--- config.mk ---
export PLATFORM = sky130hd
export DESIGN_NAME = uart_interrupt_enable_logic
export DESIGN_NICKNAME = d
export VERILOG_FILES = /design/src/hw/uart_irq_pkg.sv /design/src/hw/rise_flag.sv /design/src/hw/uart_interrupt_enable_logic.sv
export VERILOG_INCLUDE_DIRS = /design/src /design/src/hw
export SDC_FILE = /design/constraint.sdc
export NUM_CORES = 1
export LEC_CHECK = 0
export CAP_MARGIN = 0
export CORE_MARGIN = 10
export CORE_UTILIZATION = 60
export DETAILED_ROUTE_END_ITERATION = 8
export DONT_BUFFER_PORTS = 1
export MAX_ROUTING_LAYER = met4
export PLACE_DENSITY = 0.76
export SYNTH_ARGS = -nofsm -noshare
export SYNTH_HDL_FRONTEND = slang
export SYNTH_SLANG_ARGS = --single-unit
--- constraint.sdc ---
create_clock -name clk -period 2.3 [get_ports clk]
set_input_delay 0.69 -clock clk [delete_from_list [all_inputs] [get_ports clk]]
set_output_delay 0.69 -clock clk [all_outputs]
set_load 0.005 [all_outputs]
--- src/hw/uart_irq_map.svh ---
// bit positions, reset values and level codes of the irq logic
`ifndef UART_IRQ_MAP_SVH
`define UART_IRQ_MAP_SVH

// interrupt mask bit positions
`define MASK_RX 0
`define MASK_TX 1
`define MASK_LS 2
`define MASK_MS 3
`define MASK_SLEEP 4
`define MASK_XOFF 5
`define MASK_RTS 6
`define MASK_CTS 7
`define MASK_RESET 8'h00
`define MASK_LO_KEEP 8'h0F

// line status bit positions
`define LSR_DATA 0
`define LSR_ERR_LSB 1
`define LSR_ERR_MSB 4
`define LSR_TX_EMPTY 5
`define LSR_ALL_EMPTY 6
`define LSR_FIFO_ERR 7
`define LSR_RESET 8'h60

// priority level codes reported with the ready sources
`define LVL_NONE 3'h0
`define LVL_RX 3'h2
`define LVL_TX 3'h3

`endif

--- src/hw/uart_irq_pkg.sv ---
// types shared by the interrupt enable logic
package uart_irq_pkg;

  typedef enum logic [1:0] {
    MODE_PLAIN,
    MODE_FIFO_INT,
    MODE_FIFO_POLL
  } mode_e;

  typedef struct packed {
    logic [7:0] mask;
    logic [7:0] rdata;
    logic [7:0] line_status_reg;
    logic rx_rdy;
    logic tx_rdy;
    logic rx_stat;
    logic [2:0] level;
    logic irq;
  } ctl_s;

  typedef struct packed {
    logic prev;
    logic flag;
  } edge_s;

endpackage : uart_irq_pkg

--- src/hw/rise_flag.sv ---
// sticky flag set by a rising level, cleared by a strobe
`timescale 1ns/100ps
`default_nettype none

module rise_flag (
  input wire logic clk,
  input wire logic resetn,
  input wire logic level,
  input wire logic arm,
  input wire logic clear,
  output logic flag
);
  import uart_irq_pkg::*;

  edge_s st_r;
  edge_s st_nxt;

  // prev resets high so a level already high at reset is no event
  always_comb begin
    st_nxt = st_r;
    st_nxt.prev = level;
    // set beats a clear in the same cycle
    st_nxt.flag = (arm && level && !st_r.prev) || (st_r.flag && !clear);
  end

  always_ff @(posedge clk) begin
    if (!resetn) begin
      st_r <= '{prev: 1'b1, flag: 1'b0};
    end else begin
      st_r <= st_nxt;
    end
  end

  assign flag = st_r.flag;
endmodule : rise_flag

`default_nettype wire

--- src/hw/uart_interrupt_enable_logic.sv ---
// interrupt mask, source qualification and line status of the uart
//
// Operation
// - mask gates rx, tx, line, modem sources
// - mask bit 7: cts rising edge interrupt
// - mask bit 6: rts rising edge interrupt
// - mask bit 5: received xoff interrupt
// - mask bit 4 is sleep enable only
// - mask bit 3: any modem change interrupts
// - mask bit 2: any receive error interrupts
// - mask bit 1: tx empty interrupt
// - tx ready level 3, rx level 2
// - non-fifo rx interrupt follows holding data
// - fifo rx interrupt at trigger level
// - receive status follows trigger level too
// - line status 0: receive data present
// - tx drain interrupt, cleared by read/write
// - fifo polled mode gives no interrupts
// - line status 5/6: tx empties
// - line status 4:1: errors and break
// - line status 7: any fifo error
// - mask resets to all zero
// - upper mask bits need enhanced enable
// - fifo control bit 0 selects fifo mode
`include "uart_irq_map.svh"
`timescale 1ns/100ps
`default_nettype none

module uart_interrupt_enable_logic (
  input wire logic clk,
  input wire logic resetn,
  input wire logic mask_wr,
  input wire logic [7:0] mask_wdata,
  input wire logic isr_rd,
  input wire logic thr_wr,
  input wire logic efr_enh,
  input wire logic fifo_en,
  input wire logic cts_n,
  input wire logic rts_n,
  input wire logic xoff_rcvd,
  input wire logic [3:0] msr_delta,
  input wire logic [3:0] lsr_err,
  input wire logic fifo_data_err,
  input wire logic rx_holding_full,
  input wire logic [7:0] rx_fill,
  input wire logic [7:0] rx_trig,
  input wire logic tx_fifo_empty,
  input wire logic tx_shift_empty,
  output logic irq,
  output logic [7:0] mask_rdata,
  output logic sleep_en,
  output logic [7:0] line_status,
  output logic rx_trig_status,
  output logic rx_ready_irq,
  output logic tx_ready_irq,
  output logic [2:0] irq_level
);
  import uart_irq_pkg::*;

  // ****************************************************************
  // edge sources
  // ****************************************************************

  ctl_s st_r;
  ctl_s st_nxt;
  logic cts_flag;
  logic rts_flag;
  logic xoff_flag;
  logic tx_drained;
  logic hi_clear;
  logic tx_clear;

  assign hi_clear = isr_rd;
  assign tx_clear = isr_rd || thr_wr;

  rise_flag u_cts (
    .clk(clk),
    .resetn(resetn),
    .level(cts_n),
    .arm(st_r.mask[`MASK_CTS]),
    .clear(hi_clear),
    .flag(cts_flag)
  );

  rise_flag u_rts (
    .clk(clk),
    .resetn(resetn),
    .level(rts_n),
    .arm(st_r.mask[`MASK_RTS]),
    .clear(hi_clear),
    .flag(rts_flag)
  );

  rise_flag u_xoff (
    .clk(clk),
    .resetn(resetn),
    .level(xoff_rcvd),
    .arm(st_r.mask[`MASK_XOFF]),
    .clear(hi_clear),
    .flag(xoff_flag)
  );

  // only the moment the fifo runs dry counts, not a standing empty
  rise_flag u_tx_drain (
    .clk(clk),
    .resetn(resetn),
    .level(tx_fifo_empty),
    .arm(fifo_en && st_r.mask[`MASK_TX]),
    .clear(tx_clear),
    .flag(tx_drained)
  );

  // ****************************************************************
  // mask register and qualification
  // ****************************************************************

  always_comb begin
    mode_e mode;
    logic polled;
    logic rx_hit;
    logic tx_hit;
    logic ls_hit;
    logic ms_hit;
    logic hi_hit;
    mode = MODE_PLAIN;
    polled = 1'b0;
    rx_hit = 1'b0;
    tx_hit = 1'b0;
    ls_hit = 1'b0;
    ms_hit = 1'b0;
    hi_hit = 1'b0;
    st_nxt = st_r;
    if (mask_wr) begin
      st_nxt.mask[3:0] = mask_wdata[3:0];
      if (efr_enh) begin
        st_nxt.mask[7:4] = mask_wdata[7:4];
      end
    end
    // upper half reads as zero while locked
    st_nxt.rdata = st_nxt.mask & (`MASK_LO_KEEP | {{4{efr_enh}}, 4'h0});
    polled = fifo_en && (st_r.mask[3:0] == 4'h0);
    if (!fifo_en) begin
      mode = MODE_PLAIN;
    end else if (polled) begin
      mode = MODE_FIFO_POLL;
    end else begin
      mode = MODE_FIFO_INT;
    end
    unique case (mode)
      MODE_PLAIN: begin
        rx_hit = rx_holding_full;
        tx_hit = tx_fifo_empty;
      end
      MODE_FIFO_INT: begin
        rx_hit = rx_fill >= rx_trig;
        tx_hit = tx_drained;
      end
      MODE_FIFO_POLL: begin
        rx_hit = 1'b0;
        tx_hit = 1'b0;
      end
      default: begin
        rx_hit = 1'b0;
        tx_hit = 1'b0;
      end
    endcase
    st_nxt.rx_rdy = st_r.mask[`MASK_RX] && rx_hit;
    st_nxt.tx_rdy = st_r.mask[`MASK_TX] && tx_hit;
    st_nxt.rx_stat = fifo_en && st_nxt.rx_rdy;
    ls_hit = st_r.mask[`MASK_LS] && (lsr_err != 4'h0);
    ms_hit = st_r.mask[`MASK_MS] && (msr_delta != 4'h0);
    hi_hit = (st_r.mask[`MASK_CTS] && cts_flag) ||
             (st_r.mask[`MASK_RTS] && rts_flag) ||
             (st_r.mask[`MASK_XOFF] && xoff_flag);
    // sleep bit is never a source
    st_nxt.irq = !polled && (st_nxt.rx_rdy || st_nxt.tx_rdy ||
                 ls_hit || ms_hit || hi_hit);
    if (st_nxt.rx_rdy) begin
      st_nxt.level = `LVL_RX;
    end else if (st_nxt.tx_rdy) begin
      st_nxt.level = `LVL_TX;
    end else begin
      st_nxt.level = `LVL_NONE;
    end
    // ****************************************************************
    // line status
    // ****************************************************************
    st_nxt.line_status_reg[`LSR_DATA] = fifo_en ? (rx_fill != 8'h00)
                                    : rx_holding_full;
    st_nxt.line_status_reg[`LSR_ERR_MSB:`LSR_ERR_LSB] = lsr_err;
    st_nxt.line_status_reg[`LSR_TX_EMPTY] = tx_fifo_empty;
    st_nxt.line_status_reg[`LSR_ALL_EMPTY] = tx_fifo_empty && tx_shift_empty;
    st_nxt.line_status_reg[`LSR_FIFO_ERR] = fifo_en && fifo_data_err;
  end

  always_ff @(posedge clk) begin
    if (!resetn) begin
      st_r <= '{mask: `MASK_RESET, rdata: `MASK_RESET,
                line_status_reg: `LSR_RESET, rx_rdy: 1'b0, tx_rdy: 1'b0,
                rx_stat: 1'b0, level: `LVL_NONE, irq: 1'b0};
    end else begin
      st_r <= st_nxt;
    end
  end

  // ****************************************************************
  // outputs
  // ****************************************************************

  assign irq = st_r.irq;
  assign mask_rdata = st_r.rdata;
  assign sleep_en = st_r.mask[`MASK_SLEEP];
  assign line_status = st_r.line_status_reg;
  assign rx_trig_status = st_r.rx_stat;
  assign rx_ready_irq = st_r.rx_rdy;
  assign tx_ready_irq = st_r.tx_rdy;
  assign irq_level = st_r.level;
endmodule : uart_interrupt_enable_logic

`default_nettype wire

Word-level counts from Yosys, hierarchy flattened
Cells that the tools add are included.
- flip-flop bits (word level): 39
- bits of input ports: 46
- output and inout port bits: 24
- word-level logic and storage cells: 79
- magnitude comparators: 1
- equal/unequal tests: 1
- mux-type cells: 9
- bitwise logic cells: 2
- reduce and logical (&&, ||, !) cells: 49
- operator list (kind ; count):
    $logic_and A1 B1 Y1 ; 25
    $logic_or A1 B1 Y1 ; 11
    $and A8 B8 Y8 ; 1
    $ge A8 B8 Y1 ; 1
    $mux W2 ; 4
    $mux W8 ; 1
    $reduce_bool A4 Y1 ; 2
    $reduce_bool A8 Y1 ; 1
    $logic_not A1 Y1 ; 7
    $logic_not A4 Y1 ; 1
    $mux W4 ; 1
    $pmux W1 S2 ; 2
    $eq A2 B1 Y1 const B ; 1
    $logic_not A2 Y1 ; 1
    $reduce_or A2 Y1 ; 1
    $mux W1 ; 1
    $not A1 Y1 ; 1

Logic depth before layout (Yosys ltp)
- depth in word-level cells: 12
- depth in mapped cells: 7
- mapped depth without buffers: 7

By module
From an unflattened synthesis, not the netlist that was laid out.
- cell total of the unflattened synthesis: 162
- area, all modules: 1529.0 um2
- modules (own cells, without submodules) (module ; times used ; cells an instance ; area an instance (um2) ; sequential area each (um2)):
    uart_interrupt_enable_logic ; 1 ; 138 ; 1263.7 ; 520.5
    rise_flag ; 4 ; 6 ; 66.3 ; 40.0

Least setup slack after synthesis
OpenSTA, ideal clock, no wires.
- kind: input port to flip-flop
- from: input rx_fill[0]
- to: register st_r, in the netlist irq
- library setup time: 0.116 ns
- data arrival time: 2.040 ns
- required time: 2.184 ns
- setup slack: 0.144 ns
- stages on the path: 7
- buffers on the path: 0
- path through: inv_1 > ha_1 > nand2b_4 > a2111o_1 > a31oi_4 > o21ai_2 > o211a_1
- cells in the longest elaborated chain, start to end: 8
- ends and longest elaborated chain (element ; RTL line ; source):
    start, declared ; uart_interrupt_enable_logic.sv:45 ; input wire logic [7:0] rx_fill,
    $ge A8 B8 Y1 ; uart_interrupt_enable_logic.sv:155 ; rx_hit = rx_fill >= rx_trig;
    $pmux W1 S2 ; uart_interrupt_enable_logic.sv:149 ; unique case (mode)
    $logic_and A1 B1 Y1 ; uart_interrupt_enable_logic.sv:167 ; st_nxt.rx_rdy = st_r.mask[`MASK_RX] && rx_hit;
    $logic_or A1 B1 Y1 (2 in a row) ; uart_interrupt_enable_logic.sv:176 ; st_nxt.irq = !polled && (st_nxt.rx_rdy || st_nxt.tx_rdy ||
    $logic_or A1 B1 Y1 (2 in a row) ; uart_interrupt_enable_logic.sv:177 ; ls_hit || ms_hit || hi_hit);
    $logic_and A1 B1 Y1 ; uart_interrupt_enable_logic.sv:176 ;
    end signal, assigned ; uart_interrupt_enable_logic.sv:198 ; st_r <= '{mask: `MASK_RESET, rdata: `MASK_RESET,
    end signal, assigned ; uart_interrupt_enable_logic.sv:202 ; st_r <= st_nxt;
    end, declared ; uart_interrupt_enable_logic.sv:64 ; ctl_s st_r;
Every way passes these cells.
A chain may end at the register's enable or synchronous reset.

Worst setup path after layout
Ends and elaborated chain as after synthesis.

==> qor.yml <==
synth:
  synth_simple_gate_area_share_pct: 22.2
  yosysUniqueCellTypes: 30
  yosysTopAreaCell: "dfxtp_1"
  yosys.area_share.adder_pct: 7.31
  synth_xor_area_share_pct: 0
  synth_area_sq_mm: 0.00137
  synthCells: 144
  synth_nets: 198
  avgSynthCellArea_sq_um: 9.51
  synth_top_family_by_area: "simple AND/OR/NAND/NOR gates"
  synth.area.top_cells: "dfxtp_1 (48%), ha_1 (7.3%), and2_1 (6.4%), nand2_1 (4.1%), mux2i_1 (3.7%)"
  synth_top_area_share_pct: 48.2
  synth-compound-area-share_pct: 13.3
  synthMuxAreaShare_pct: 3.65
  yosysWarnings: 0
  seq_area_frac_synth_pct: 48.2
  synth-seq-cells: 33
cts:
  cts_resized: 0
  cts_tree: "done"
  cts_root_buf: "clkbuf_4"
  cts-hold-fix-buffers: 0
  clockBufferDepth: 2
  cts_buffers: 5
  cts_setup_buffers: 0
  cts_sinks: 33
  h-tree-depth: 2
  clk_latency_ns: 0.32
  path_clk_slew_ns: 0.09
layout:
  largest_register_ffs: 8
  multi_input_area_sq_um: 641
  diodes: 0
  drive_above_1_share_pct: 6.16
  stdcell_count: 174
  seqCellArea_sq_um: 661
  n_fill_cell: 191
  final_area_sq_mm: 0.00144
  nNetsFinal: 200
  final_core_util_pct: 65.6
  syn_to_final_growth_pct: 4.84
routing:
  drt-initial-drc-count: 92
  wire_per_inst_um: 19.0
  antenna_left: 0
  drcViolationCount: 0
  drt_pass1_iterations: 4
  wl_um: 3310
  routed_via_density: 5.79
  route.vias.total: 1007
timing:
  setup_tns_ns: 0
  finClkSkew_ns: 0.00218
  fmax_ghz: 0.525
  drv_slew: 0
  layout_setup_ws_ns: 0.394
  rsz0062_at_grt: "false"
  final-hold-violation-count: 0
  period_share_pct: 82.9
  layout_min_cycle_time_ns: 1.91
  finalSetupViolCount: 0
grt:
  grt_pass1_wl_um: 5060
  antenna_found_initial: 0
  track_usage_pct: 14.9
  grt_overflow: 0
  first_global_vias: 1072
  grt_max_degree: 29
floorplan:
  die_h_um: 67.8
  die_area_sq_mm: 0.00459
  die_w_um: 67.8
  start_util_pct: 62.5
  rows: 17
  io_pins: 70
  core_sq_mm: 0.00219
critical_path:
  arrival_ns: 2.13
  path_cells: "inv_1 > ha_1 > nand2b_4 > a2111o_1 > a31oi_4 > o21ai_2 > o211a_1"
  worst_path_max_delay_cell: "a2111o_1"
  critical_path_required_ns: 2.52
  worstSetupEndpointType: "register"
  path_max_fanout: 3
  cp-start-kind: "input pin"
  critPathKind: "input pin to register"
  slowest_delay_ns: 0.44
place:
  place_hpwl_um: 2620
  post-place-ws_ns: 0.0645
  io_buffer_count: 0
  place_area_sq_mm: 0.00138
  place_congestion: 0.808
  placedCellCount: 167
hold_path:
  hp-class: "input pin to register"
power_and_ir_drop:
  power_density_mw_per_mm2: 706
  ir_drop_mv: 0.631
  power_leakage_nw: 0.614
flow_run:
  drv_cap: 0
outcome:
  status: "completed"
[power by group]
part | switching [mW] | internal (mW)
clock network | 0.178 | 0.144
registers | 0.0184 | 0.595
logic | 0.0366 | 0.0419
total | 0.233 | 0.781
[cell usage in the layout (no fill, tap or decap), drive strengths merged]
cell    instances
dfxtp          33
nand2          15
and2           14
inv            12
ha              8
clkbuf          7
nor2b           6
nand3           6
nand2b          6
mux2i           5
a21boi          5
o21ai           5
nor2            4
a21oi           3
o22ai           3
a31oi           3
nor4            2
o41ai           2
nor3            1
and3            1
a2111o          1
a222oi          1
o211a           1
nand4b          1
conb            1
[metrics by stage]
step / power [mW] / hold slack, ns
floorplan: 0.696 / 0.443
global placement: 0.700 / 0.455
detailed placement: 0.706 / 0.459
CTS: 1.02 / 0.424
global route: 1.07 / 0.410
finish: 1.01 / 0.439
[Yosys cell counts]
library cell,number
buf_2,1
a31oi_4,1
buf_4,1
o21ai_0,4
nand3_1,6
a2111o_1,1
o21ai_2,1
inv_1,12
ha_1,8
mux2i_1,5
nand2_1,15
dfxtp_1,33
a21boi_0,5
clkbuf_1,3
nand2b_1,5
a222oi_1,1
o22ai_1,3
a21oi_1,3
and3_1,1
nand4b_1,1
nor2_1,4
conb_1,1
and2_1,14
nor3_1,1
o41ai_1,2
nand2b_4,1
nor4_1,2
nor2b_1,6
a31oi_1,2
o211a_1,1
[worst paths after layout]
check,start,endpoint,slack (ns),depth (start not counted)
max,rx_fill[0],irq,0.39,7
min,resetn,line_status[6],0.44,1
max reg2reg,st_r[30],irq,1.14,3
min reg2reg,u_tx_drain.flag,u_tx_drain.flag,0.47,2
[critical path: cells and delay by family]
family / cells / cell delay, ns
AOI/OAI and AO/OA: 4 / 0.99
adders and majority gates: 1 / 0.28
buffers and inverters: 1 / 0.02
and+or+nand+nor: 1 / 0.14
[metal layers]
metal	global-route usage (%)	vias up	share of wire, %
li1	-	488	-
met1	15.0	458	37
met2	22.8	57	47
met3	10.1	4	15
met4	5.28	0	1.1
met5	-	-	0
[layout make-up]
cell class              instances  share of cell area [%]
clock buffers                   7                    3.83
multi-input cells              94                    44.6
inverters                      12                    3.14
well taps                      28                    2.44
flip-flops and latches         33                    46.0
[cells by family (layout without fill, tap and decap cells)]
kind of cell | after synthesis | count (layout)
multiplexers | 5 | 5
buffers and inverters | 17 | 19
adder cells (fa/ha/maj) | 8 | 8
AND/OR/NAND/NOR | 56 | 56
AO/OA/AOI/OAI | 24 | 24
other | 1 | 1
flip-flops | 33 | 33
Power figures use the tool's default switching activity.
